## src/duhbp_pkg.sv

```systemverilog
// constants shared by the dual channel host bus port
`default_nettype none
package duhbp_pkg;
    localparam logic [2:0] DUHBP_REG_DATA = 3'h0;   // read pops rx, write pushes tx
    localparam logic [2:0] DUHBP_REG_MODEM_CTRL = 3'h4;
    localparam logic [2:0] DUHBP_REG_STATUS = 3'h5;
    localparam int DUHBP_IRQ_GATE_BIT = 3;
    localparam logic [7:0] DUHBP_MODEM_CTRL_RST = 8'h00;
    localparam int DUHBP_STATUS_RX_WAIT_BIT = 0;
    localparam int DUHBP_STATUS_TX_ROOM_BIT = 5;
    localparam int DUHBP_STATUS_TX_EMPTY_BIT = 6;
    localparam int DUHBP_FIFO_DEPTH = 16;
    localparam int DUHBP_PIN_WIDTH = 15;            // addr 3, rd, wr, two selects, data 8
endpackage : duhbp_pkg
`default_nettype wire

```

## src/duhbp_host_port.sv

```systemverilog
// asynchronous parallel host port of a two channel uart, with per channel fifos
// Notes on behaviour
// three address bits pick one register of the selected channel
// eight-bit data bus, device drives on reads, host on writes
// falling edge of read strobe starts the internal register read
// device presents the read byte; host captures it on strobe rise
// write strobe rise stores the host data byte into the addressed register
// each channel has its own select; only the selected channel responds
// modem control bit 3 set: interrupt pin driven, user output low
// modem control bit 3 clear (reset): interrupt pin floats, user output high
// per channel active-low transmitter-ready output from transmit fifo state
// per channel active-low receiver-ready output from receive fifo state
// each channel has separate sixteen byte transmit and receive fifos
// data bus driven only while a select and read strobe are low
// tx ready while room in fifo; rx ready while a byte waits
`timescale 1ns/10ps
`default_nettype none
module duhbp_host_port
    import duhbp_pkg::*;
#(
    parameter int FIFO_DEPTH = DUHBP_FIFO_DEPTH
) (
    input wire logic ref_clk,
    input wire logic rst_n,
    input wire logic register_addr_bit2,
    input wire logic register_addr_bit1,
    input wire logic register_addr_bit0,
    input wire logic read_strobe_n,
    input wire logic write_strobe_n,
    input wire logic chan_a_select_n,
    input wire logic chan_b_select_n,
    input wire logic [7:0] data_in,
    output logic [7:0] data_out,
    output logic data_oe,
    output logic chan_a_irq,
    output logic chan_a_irq_oe,
    output logic chan_b_irq,
    output logic chan_b_irq_oe,
    output logic chan_a_user_out_n,
    output logic chan_b_user_out_n,
    output logic chan_a_tx_ready_n,
    output logic chan_a_rx_ready_n,
    output logic chan_b_tx_ready_n,
    output logic chan_b_rx_ready_n,
    input wire logic [1:0] core_irq,
    input wire logic [1:0] core_tx_pop,
    output logic [1:0] core_tx_valid,
    output logic [1:0][7:0] core_tx_data,
    input wire logic [1:0] core_rx_push,
    input wire logic [1:0][7:0] core_rx_data
);
    localparam int PW = $clog2(FIFO_DEPTH);
    localparam logic [PW:0] FULL = (PW + 1)'(FIFO_DEPTH);
    localparam logic [7:0] RX_WAIT_MASK = 8'h01 << DUHBP_STATUS_RX_WAIT_BIT;
    localparam logic [7:0] TX_ROOM_MASK = 8'h01 << DUHBP_STATUS_TX_ROOM_BIT;
    localparam logic [7:0] TX_EMPTY_MASK = 8'h01 << DUHBP_STATUS_TX_EMPTY_BIT;

    // two flop synchroniser for every host pin; only stage two is read
    logic [DUHBP_PIN_WIDTH-1:0] pin_s1_r;
    logic [DUHBP_PIN_WIDTH-1:0] pin_s2_r;
    logic rd_prev_r;
    logic wr_prev_r;
    always_ff @(posedge ref_clk) begin
        if (!rst_n) begin
            pin_s1_r <= {7'h7f, 8'h00};
            pin_s2_r <= {7'h7f, 8'h00};
            rd_prev_r <= 1'b1;
            wr_prev_r <= 1'b1;
        end else begin
            pin_s1_r <= {register_addr_bit2, register_addr_bit1, register_addr_bit0, read_strobe_n,
                         write_strobe_n, chan_b_select_n, chan_a_select_n, data_in};
            pin_s2_r <= pin_s1_r;
            rd_prev_r <= pin_s2_r[11];
            wr_prev_r <= pin_s2_r[10];
        end
    end

    // decoded pin view
    wire [2:0] addr_s = pin_s2_r[14:12];
    wire rd_s = pin_s2_r[11];
    wire wr_s = pin_s2_r[10];
    wire [1:0] cs_n_s = pin_s2_r[9:8];
    wire [7:0] din_s = pin_s2_r[7:0];
    wire rd_fall = rd_prev_r & ~rd_s;
    wire wr_rise = ~wr_prev_r & wr_s;
    wire [1:0] rd_hit = {2{rd_fall}} & ~cs_n_s;
    wire [1:0] wr_hit = {2{wr_rise}} & ~cs_n_s;
    wire drive_nxt = ~rd_s & ~(&cs_n_s);

    // per channel state
    logic [7:0] modem_ctrl_r [2];
    logic [7:0] tx_mem_r [2][FIFO_DEPTH];
    logic [7:0] rx_mem_r [2][FIFO_DEPTH];
    logic [PW-1:0] tx_rd_r [2];
    logic [PW-1:0] tx_wr_r [2];
    logic [PW-1:0] rx_rd_r [2];
    logic [PW-1:0] rx_wr_r [2];
    logic [PW:0] tx_cnt_r [2];
    logic [PW:0] rx_cnt_r [2];
    logic [1:0] irq_r;
    logic [1:0] irq_oe_r;
    logic [1:0] user_out_n_r;
    logic [1:0] tx_ready_n_r;
    logic [1:0] rx_ready_n_r;
    logic [1:0] tx_valid_r;
    logic [7:0] tx_head_r [2];
    logic [7:0] rd_val [2];

    for (genvar g = 0; g < 2; g++) begin : g_chan
        // status word; unused bits stay zero so software can mask safely
        wire [7:0] line_status = ({8{rx_cnt_r[g] != '0}} & RX_WAIT_MASK) | ({8{tx_cnt_r[g] != FULL}} & TX_ROOM_MASK) |
                                 ({8{tx_cnt_r[g] == '0}} & TX_EMPTY_MASK);
        wire tx_push = wr_hit[g] & (addr_s == DUHBP_REG_DATA) & (tx_cnt_r[g] != FULL);
        wire tx_pop = core_tx_pop[g] & (tx_cnt_r[g] != '0);
        wire rx_push = core_rx_push[g] & (rx_cnt_r[g] != FULL);
        wire rx_pop = rd_hit[g] & (addr_s == DUHBP_REG_DATA) & (rx_cnt_r[g] != '0);
        wire [PW:0] tx_cnt_nxt = tx_cnt_r[g] + (PW + 1)'(tx_push) - (PW + 1)'(tx_pop);
        wire [PW:0] rx_cnt_nxt = rx_cnt_r[g] + (PW + 1)'(rx_push) - (PW + 1)'(rx_pop);
        wire [PW-1:0] tx_rd_nxt = tx_rd_r[g] + PW'(tx_pop);
        // a byte pushed into an empty fifo bypasses the memory read
        wire tx_bypass = tx_push & (tx_cnt_r[g] == (PW + 1)'(tx_pop));
        wire [7:0] tx_head_nxt = tx_bypass ? din_s : tx_mem_r[g][tx_rd_nxt];

        // register read selection
        assign rd_val[g] = (addr_s == DUHBP_REG_DATA) ? rx_mem_r[g][rx_rd_r[g]] :
                           (addr_s == DUHBP_REG_MODEM_CTRL) ? modem_ctrl_r[g] :
                           (addr_s == DUHBP_REG_STATUS) ? line_status : 8'h00;

        // fifo storage, no reset needed on the data words
        always_ff @(posedge ref_clk) begin
            if (tx_push) begin
                tx_mem_r[g][tx_wr_r[g]] <= din_s;
            end
            if (rx_push) begin
                rx_mem_r[g][rx_wr_r[g]] <= core_rx_data[g];
            end
        end

        // control, pointers and pin state
        always_ff @(posedge ref_clk) begin
            if (!rst_n) begin
                modem_ctrl_r[g] <= DUHBP_MODEM_CTRL_RST;
                tx_rd_r[g] <= '0;
                tx_wr_r[g] <= '0;
                rx_rd_r[g] <= '0;
                rx_wr_r[g] <= '0;
                tx_cnt_r[g] <= '0;
                rx_cnt_r[g] <= '0;
                irq_r[g] <= 1'b0;
                irq_oe_r[g] <= 1'b0;
                user_out_n_r[g] <= 1'b1;
                tx_ready_n_r[g] <= 1'b1;
                rx_ready_n_r[g] <= 1'b1;
                tx_valid_r[g] <= 1'b0;
                tx_head_r[g] <= 8'h00;
            end else begin
                if (wr_hit[g] && addr_s == DUHBP_REG_MODEM_CTRL) begin
                    modem_ctrl_r[g] <= din_s;
                end
                tx_wr_r[g] <= tx_wr_r[g] + PW'(tx_push);
                tx_rd_r[g] <= tx_rd_nxt;
                rx_wr_r[g] <= rx_wr_r[g] + PW'(rx_push);
                rx_rd_r[g] <= rx_rd_r[g] + PW'(rx_pop);
                tx_cnt_r[g] <= tx_cnt_nxt;
                rx_cnt_r[g] <= rx_cnt_nxt;
                irq_r[g] <= core_irq[g];
                irq_oe_r[g] <= modem_ctrl_r[g][DUHBP_IRQ_GATE_BIT];
                user_out_n_r[g] <= ~modem_ctrl_r[g][DUHBP_IRQ_GATE_BIT];
                tx_ready_n_r[g] <= tx_cnt_nxt == FULL;
                rx_ready_n_r[g] <= rx_cnt_nxt == '0;
                tx_valid_r[g] <= tx_cnt_nxt != '0;
                tx_head_r[g] <= tx_head_nxt;
            end
        end
        assign core_tx_valid[g] = tx_valid_r[g];
        assign core_tx_data[g] = tx_head_r[g];
    end

    // read data latch and bus drive; channel a wins if both selects are low
    logic [7:0] data_out_r;
    logic data_oe_r;
    always_ff @(posedge ref_clk) begin
        if (!rst_n) begin
            data_out_r <= 8'h00;
            data_oe_r <= 1'b0;
        end else begin
            if (|rd_hit) begin
                data_out_r <= rd_hit[0] ? rd_val[0] : rd_val[1];
            end
            data_oe_r <= drive_nxt;
        end
    end

    assign data_out = data_out_r;
    assign data_oe = data_oe_r;
    assign chan_a_irq = irq_r[0];
    assign chan_b_irq = irq_r[1];
    assign chan_a_irq_oe = irq_oe_r[0];
    assign chan_b_irq_oe = irq_oe_r[1];
    assign chan_a_user_out_n = user_out_n_r[0];
    assign chan_b_user_out_n = user_out_n_r[1];
    assign chan_a_tx_ready_n = tx_ready_n_r[0];
    assign chan_b_tx_ready_n = tx_ready_n_r[1];
    assign chan_a_rx_ready_n = rx_ready_n_r[0];
    assign chan_b_rx_ready_n = rx_ready_n_r[1];
endmodule : duhbp_host_port
`default_nettype wire

```

## config.mk

```make
export PLATFORM = sky130hd
export DESIGN_NAME = duhbp_host_port
export DESIGN_NICKNAME = d
export VERILOG_FILES = /design/src/duhbp_pkg.sv /design/src/duhbp_host_port.sv
export SDC_FILE = /design/constraint.sdc
export NUM_CORES = 1
export LEC_CHECK = 0
export BUFFER_PORTS_ARGS = -buffer_cell sky130_fd_sc_hd__buf_4
export CAP_MARGIN = 30
export CORE_MARGIN = 4
export CORE_UTILIZATION = 50
export CTS_CLUSTER_SIZE = 16
export DETAILED_ROUTE_END_ITERATION = 8
export GPL_TIMING_DRIVEN = 0
export HOLD_SLACK_MARGIN = 0.08
export PLACE_DENSITY_LB_ADDON = 0.05
export SYNTH_ARGS = -nofsm -noshare
export SYNTH_HDL_FRONTEND = slang
export SYNTH_SLANG_ARGS = --single-unit
```

## constraint.sdc

```tcl
create_clock -name ref_clk -period 3.85 [get_ports ref_clk]
set_clock_uncertainty 0.05 [all_clocks]
set_input_delay 0.385 -clock ref_clk [delete_from_list [all_inputs] [get_ports ref_clk]]
set_output_delay 0.385 -clock ref_clk [all_outputs]
set_load 0.02 [all_outputs]
```

==> After elaboration in Yosys (flattened, before gate mapping) <==
Memory sizes are Yosys's and may differ from the RTL's.
Index checks and enable logic that the tools add are counted.
W data, S select, Z words.
{ "op_classes": {"n_addsub": 16, "mul": 0, "n_div": 0, "order_cmp": 12, "n_eq_ne": 10, "shift": 0, "n_mux": 61, "n_bitwise": 53, "n_reduce_logical": 19} }
{ "op_table": {"columns": ["op", "count"], "rows": [
  ["$mux W128", 4],
  ["$mux W8", 23],
  ["$bmux W8 S4", 4],
  ["$demux W8 S4", 4],
  ["$ge A5 B5 Y1 const B", 8],
  ["$not A4 Y5", 8],
  ["$add A4 B1 Y4", 8],
  ["$mux W4", 8],
  ["$reduce_bool A5 Y1", 6],
  ["$add A5 B1 Y5", 4],
  ["$logic_not A5 Y1", 4],
  ["$lt A5 B1 Y1 const B", 4],
  ["$mux W5", 4],
  ["$ne A5 B5 Y1 const B", 4],
  ["$sub A5 B1 Y5", 4],
  ["$and A1 B1 Y1", 17],
  ["$or A1 B1 Y1", 16],
  ["$mux W7", 2],
  ["$or A6 B7 Y7", 2],
  ["$mux W1", 12],
  ["$or A1 B6 Y6", 2],
  ["$eq A5 B1 Y1", 2],
  ["$eq A5 B5 Y1 const B", 2],
  ["$eq A3 B3 Y1 const B", 2],
  ["other kinds (7)", 17]
]} }
{ "totals": {"regBits": 53, "latch_bits": 0, "ram_bits": 596, "romBits": 0, "inputBits": 39, "output_inout_bits": 37, "elab_cells": 199, "memories": 10} }
{ "mem_list": {"columns": ["name", "depth", "word_bits", "rd", "rd_ports_with_merged_regs", "write_ports", "line_no", "rtl"], "rows": [
  ["rx_mem_r", 2, 128, 2, 0, 2, "duhbp_host_port.sv:93", "logic [7:0] rx_mem_r [2][FIFO_DEPTH];"],
  ["tx_mem_r", 2, 128, 2, 0, 2, "duhbp_host_port.sv:92", "logic [7:0] tx_mem_r [2][FIFO_DEPTH];"],
  ["modem_ctrl_r", 2, 8, 2, 0, 2, "duhbp_host_port.sv:91", "logic [7:0] modem_ctrl_r [2];"],
  ["tx_head_r", 2, 8, 2, 0, 2, "duhbp_host_port.sv:106", "logic [7:0] tx_head_r [2];"],
  ["rx_cnt_r", 2, 5, 2, 0, 2, "duhbp_host_port.sv:99", "logic [PW:0] rx_cnt_r [2];"],
  ["tx_cnt_r", 2, 5, 2, 0, 2, "duhbp_host_port.sv:98", "logic [PW:0] tx_cnt_r [2];"],
  ["4 more memories", null, null, null, null, null, null, null]
]} }

==> Longest topological paths before layout <==
An unclocked memory read counts as a cell.
{ "depth": {"depth_word": 10, "mapped_depth": 16, "mapped_depth_nobuf": 16} }

==> Least setup slack after synthesis <==
OpenSTA, ideal clock, no wires.
{ "synth_timing": {"path_kind": "register to register", "from": "memory tx_cnt_r[0][3] (netlist name)", "to": "memory tx_head_r[0][7]", "setup_time_ns": 0.128, "arrival_time_ns": 2.997, "required_ns": 3.672, "path_slack_ns": 0.675, "path_stages_with_launch": 13, "path_buffers": 2, "synth_period_minus_slack_ns": 3.175, "path_cell_list": "dfxtp_1 inv_1 ha_1 nor3b_1 and2_1 nor2b_1 ha_1 clkbuf_1 buf_2 mux4_2 mux4_1 mux2i_1 nor2_1"} }
{ "synth_lines": {"columns": ["element", "line_no"], "rows": [
  ["start, declared", "duhbp_host_port.sv:98"],
  ["end, declared", "duhbp_host_port.sv:106"]
]} }

==> impl_results.html <==
<table>
<tr><th>Metric</th><th>Value</th></tr>
<tr><th colspan="2">Setup path</th></tr>
<tr><td>Required time of the critical path</td><td>4230 ps</td></tr>
<tr><td>Reg-to-reg endpoint</td><td>tx_head_r[0][3]</td></tr>
<tr><td>Endpoint type of the worst setup path</td><td>flop</td></tr>
<tr><td>Slack of the worst reg-to-reg path</td><td>290 ps</td></tr>
<tr><td>Crit. Startpoint</td><td>tx_cnt_r[0][2]</td></tr>
<tr><td>Cell family with the largest share of critical-path delay</td><td>multiplexers</td></tr>
<tr><td>Number of cells traversed by the worst register-to-register path</td><td>11</td></tr>
<tr><td>Worst reg2reg startpoint</td><td>tx_cnt_r[0][2]</td></tr>
<tr><td>Crit path arrival time</td><td>3940 ps</td></tr>
<tr><td>Cell-by-cell trace of the critical path</td><td>inv_1 -&gt; ha_1 -&gt; nor3b_1 -&gt; and2_1 -&gt; nor2b_1 -&gt; ha_1 -&gt; buf_4 -&gt; mux4_2 -&gt; mux4_2 -&gt; mux2i_1 -&gt; nor2_1</td></tr>
<tr><td>Crit path kind</td><td>flop to flop</td></tr>
<tr><td>Cell depth of the worst setup path</td><td>11</td></tr>
<tr><td>Startpoint Class</td><td>flop</td></tr>
<tr><td>Sum of buffers and inverters on the critical path</td><td>2</td></tr>
<tr><td>Delay of the slowest cell on the worst path</td><td>590 ps</td></tr>
<tr><td>Biggest fanout along the worst timing path</td><td>10</td></tr>
<tr><td>Slowest-stage cell, CP</td><td>mux4_2</td></tr>
<tr><th colspan="2">Final layout</th></tr>
<tr><td>Most frequent cells in the layout</td><td>edfxtp_1 (528), dfxtp_1 (115), nor2_1 (104), mux4_2 (100), buf_4 (91)</td></tr>
<tr><td>Share of layout cells above drive strength 1</td><td>21.70%</td></tr>
<tr><td>Number of cells in the finished layout apart from fillers</td><td>2460</td></tr>
<tr><td>Total inserted antenna cells</td><td>0</td></tr>
<tr><td>Area added between synthesis and finish</td><td>17.16%</td></tr>
<tr><td>Cell area after layout</td><td>30060 um2</td></tr>
<tr><td>Number of nets in the finished design</td><td>1817</td></tr>
<tr><td>Most frequent standard cell in the layout excluding fill and tap cells</td><td>edfxtp_1</td></tr>
<tr><th colspan="2">STA</th></tr>
<tr><td>Setup ws final</td><td>295.0 ps</td></tr>
<tr><td>Slew headroom</td><td>32.64%</td></tr>
<tr><td>Post-route clock period utilization</td><td>92.34%</td></tr>
<tr><td>Unrepaired setup endpoints after global routing</td><td>no</td></tr>
<tr><td>Post-layout min period</td><td>3555 ps</td></tr>
<tr><td>Number of pins with negative max-slew slack in the final report</td><td>0</td></tr>
<tr><td>Peak Freq</td><td>0.2813 GHz</td></tr>
<tr><td>Hold violation total from the final report</td><td>0</td></tr>
<tr><td>Final hold slack</td><td>141.9 ps</td></tr>
<tr><td>Setup violations, final</td><td>0</td></tr>
<tr><td>Measured slew at the worst slew-check pin</td><td>1007 ps</td></tr>
<tr><th colspan="2">Power</th></tr>
<tr><td>Power density over the cells</td><td>597.0 nW/um2</td></tr>
<tr><td>Peak VDD IR</td><td>0.0004365 V</td></tr>
<tr><td>Reported leakage power</td><td>10.35 nW</td></tr>
<tr><td>Net Sw Frac</td><td>25.35%</td></tr>
<tr><td>Power dissipated by switching net loads</td><td>0.004551 W</td></tr>
<tr><td>Proportion of power drawn by combinational gates</td><td>18.6%</td></tr>
<tr><td>Share of total power in sequential cells</td><td>44.9%</td></tr>
<tr><td>Part of the power in the clock network</td><td>36.5%</td></tr>
<tr><td>Internal power component</td><td>0.01340 W</td></tr>
<tr><th colspan="2">Worst hold path</th></tr>
<tr><td>Class of the worst hold path</td><td>input port to flop</td></tr>
<tr><td>Worst hold endpoint</td><td>rd_prev_r</td></tr>
<tr><td>Hold path cells</td><td>2</td></tr>
<tr><td>Hold path startpoint</td><td>rst_n</td></tr>
<tr><th colspan="2">Drt</th></tr>
<tr><td>Number of detailed-route iterations in the first pass</td><td>5</td></tr>
<tr><td>Post-DRT Antenna Nets</td><td>0</td></tr>
<tr><td>Drt wl/cell</td><td>24.15 um</td></tr>
<tr><td>Post-detailed-route via-to-cell ratio</td><td>5.643</td></tr>
<tr><td>Total number of vias</td><td>13.88k</td></tr>
<tr><td>Initial DRC Count</td><td>988</td></tr>
<tr><td>DRC viols</td><td>0</td></tr>
<tr><td>Final WL</td><td>59420 um</td></tr>
<tr><th colspan="2">Placed design</th></tr>
<tr><td>Routability-driven placement congestion ratio</td><td>0.7958</td></tr>
<tr><td>Placed Cells</td><td>2307</td></tr>
<tr><td>Pre-CTS worst setup slack</td><td>-125.6 ps</td></tr>
<tr><td>DP Area</td><td>27450 um2</td></tr>
<tr><td>Port Buffers</td><td>74</td></tr>
<tr><td>Final HPWL DP</td><td>39500 um</td></tr>
<tr><th colspan="2">Logic synthesis</th></tr>
<tr><td>Number of enable-type register cells in the synthesized netlist</td><td>528</td></tr>
<tr><td>Number of synthesized register bits</td><td>649</td></tr>
<tr><td>Yosys warning count</td><td>0</td></tr>
<tr><td>Mapped Area</td><td>25660 um2</td></tr>
<tr><td>Sequential fraction of the synthesis area</td><td>71.23%</td></tr>
<tr><td>Net count of the mapped netlist</td><td>1606</td></tr>
<tr><td>Fraction of synthesis flops using an asynchronous set or reset pin</td><td>0%</td></tr>
<tr><td>Average size of a mapped cell</td><td>16.80 um2</td></tr>
<tr><td>Count of unique library cells instantiated by Yosys</td><td>67</td></tr>
<tr><td>Number of standard cells after synthesis</td><td>1527</td></tr>
<tr><td>Prevailing post-synth register cell</td><td>edfxtp_1</td></tr>
<tr><th colspan="2">Die</th></tr>
<tr><td>Starting utilization of the core area</td><td>50.83%</td></tr>
<tr><td>Die Wd</td><td>234.5 um</td></tr>
<tr><td>Number of rows created at floorplan</td><td>82</td></tr>
<tr><td>Count of boundary I/O pins</td><td>76</td></tr>
<tr><td>Core Region</td><td>50480 um2</td></tr>
<tr><td>Die footprint</td><td>55000 um2</td></tr>
<tr><td>Vertical extent of the die</td><td>234.5 um</td></tr>
<tr><th colspan="2">GRT</th></tr>
<tr><td>Wire length of the first global-routing pass</td><td>89000 um</td></tr>
<tr><td>Met2 track demand over resource</td><td>35.61%</td></tr>
<tr><td>Congestion Overflow GR</td><td>0</td></tr>
<tr><td>Via count of the first global-routing pass</td><td>14.10k</td></tr>
<tr><td>Global routing usage on met1</td><td>31.09%</td></tr>
<tr><td>GR Util met3</td><td>3.848%</td></tr>
<tr><td>Layer with the highest usage</td><td>met2</td></tr>
<tr><td>Maximum number of pins on one net before global-route repair</td><td>37</td></tr>
<tr><td>GR Util All Layers</td><td>21.97%</td></tr>
<tr><td>Number of antenna violations at the first check in global routing</td><td>0</td></tr>
<tr><th colspan="2">Clock network</th></tr>
<tr><td>Sinks on Clock Net</td><td>649</td></tr>
<tr><td>Maximum buffer depth of the clock tree</td><td>3</td></tr>
<tr><td>Clock edge transition at the registers on the reported setup and hold paths</td><td>60 ps</td></tr>
<tr><td>TritonCTS clock tree</td><td>yes</td></tr>
<tr><td>Latest clock arrival within the worst-skew pair</td><td>590 ps</td></tr>
<tr><td>Root Buffer Master</td><td>clkbuf_16</td></tr>
<tr><td>Post-CTS Setup Repair Bufs</td><td>0</td></tr>
<tr><td>Inserted Clock Buffers</td><td>69</td></tr>
<tr><td>Clock H-tree levels</td><td>3</td></tr>
<tr><th colspan="2">Job</th></tr>
<tr><td>Max-cap violations</td><td>0</td></tr>
<tr><th colspan="2">Run status</th></tr>
<tr><td>Result of the run</td><td>finished, final reports clean</td></tr>
</table>
## through the flow
stage                     power [W]  TNS (ps)  utilization, %
after CTS                   0.01813         0           59.53
after floorplan             0.01051         0               -
after detailed placement    0.01153    -782.3           54.37
after global placement      0.01145    -643.2           53.60
final                       0.01795         0           59.56
after global routing        0.01875         0           59.56
## registers in the layout, summed over array words and instances, names as in the netlist, 2 cells and up
signal / flops
tx_mem_r: 256
core_tx_valid: 2
rx_mem_r: 256
tx_wr_r: 8
tx_rd_r: 8
rx_rd_r: 8
rx_wr_r: 8
tx_head_r: 16
pin_s1_r: 15
modem_ctrl_r: 16
pin_s2_r: 15
data_out: 8
tx_cnt_r: 10
rx_cnt_r: 10
## metal layers
layer	vias to the layer above	wire length, um	share of wire, %
met5	-	0	0
met4	0	1630	2.7
met3	99	2948	5.0
met2	344	28940	49
met1	7104	25900	44
li1	6336	-	-
## layout make-up
| class | instances | area, um2 |
|---|---|---|
| Multi-Input combinational cell | 773 | 6989 |
| Clock buffer | 103 | 2092 |
| Sequential cell | 649 | 18290 |
| Buffer | 69 | 327.8 |
| Clock inverter | 18 | 166.4 |
| Timing Repair Buffer | 142 | 1234 |
| Inverter | 34 | 127.6 |
| Fill cell | 3866 | 20420 |
| Tap cell | 672 | 840.8 |
## worst register-to-register path: cells and delay by family (launching register included)
family	cells	cell delay (ps)
adder cells (fa/ha/maj)	2	710
multiplexers	3	1240
buffers and inverters	2	420
flip-flops	1	310
AND/OR/NAND/NOR	4	680
## power groups by stage
stage,sequential (W),combinational [W],clock [W]
floorplan,0.00826,0.00225,0
global placement,0.00820,0.00326,0
detailed placement,0.00820,0.00333,0
CTS,0.00805,0.00339,0.00669
global route,0.00808,0.00367,0.00699
finish,0.00805,0.00334,0.00655
## worst max-delay path by stage
| stage | to |
|---|---|
| 2_1_floorplan | tx_head_r[0][7] |
| 3_3_place_gp | tx_head_r[0][3] |
| 3_5_place_dp | tx_head_r[0][7] |
| 4_1_cts | tx_head_r[0][7] |
| 5_1_grt | tx_head_r[0][7] |
| 6_report | tx_head_r[0][3] |
## what timing repair did
item,in CTS,in global routing
resized for setup,6,9
hold buffers,33,0
endpoints found under the setup margin,8,10
endpoints found under the hold margin,273,0
## cell usage after synthesis (all sizes together), types with 2 or more instances
master | n | area, um2
or3b | 3 | 26.28
a22oi | 5 | 37.54
a311oi | 2 | 17.52
a22o | 3 | 26.28
edfxtp | 528 | 15860
a211oi | 15 | 112.6
nor3b | 8 | 60.06
or3 | 4 | 25.02
a31oi | 16 | 100.1
nor2b | 7 | 43.79
nor3 | 27 | 145.1
a21boi | 2 | 26.28
ha | 36 | 450.4
nand3 | 23 | 120.1
nand2 | 53 | 198.9
o32ai | 2 | 17.52
dfxtp | 121 | 2422
a21oi | 18 | 90.09
xor2 | 13 | 113.9
clkbuf | 47 | 176.4
mux4 | 101 | 2278
o22ai | 12 | 118.9
fa | 4 | 80.08
nor2 | 105 | 401.6
inv | 34 | 127.6
xnor2 | 19 | 166.4
nand3b | 11 | 82.58
and2 | 63 | 394.1
o21ai | 25 | 125.1
mux2i | 40 | 400.4
a2111oi | 2 | 17.52
nand4 | 10 | 62.56
and3 | 33 | 206.5
mux2 | 21 | 274.0
nand2b | 30 | 187.7
a21o | 5 | 37.54
nor4b | 2 | 32.53
nor4 | 2 | 27.53
buf | 24 | 138.9
o211ai | 12 | 90.09
or2 | 2 | 12.51
a211o | 28 | 245.2
## cell families after synthesis
| logic type | count (synthesis) | synth area share (%) |
|---|---|---|
| DFF | 649 | 71.23 |
| and+or+nand+nor | 386 | 8.017 |
| muxes | 162 | 11.51 |
| AOI/OAI and AO/OA | 153 | 4.355 |
| buffers and inverters | 105 | 1.726 |
| adders and majority gates | 40 | 2.068 |
| xor gates and xnor gates | 32 | 1.092 |
Note: power is estimated with default switching activity, not from simulation.
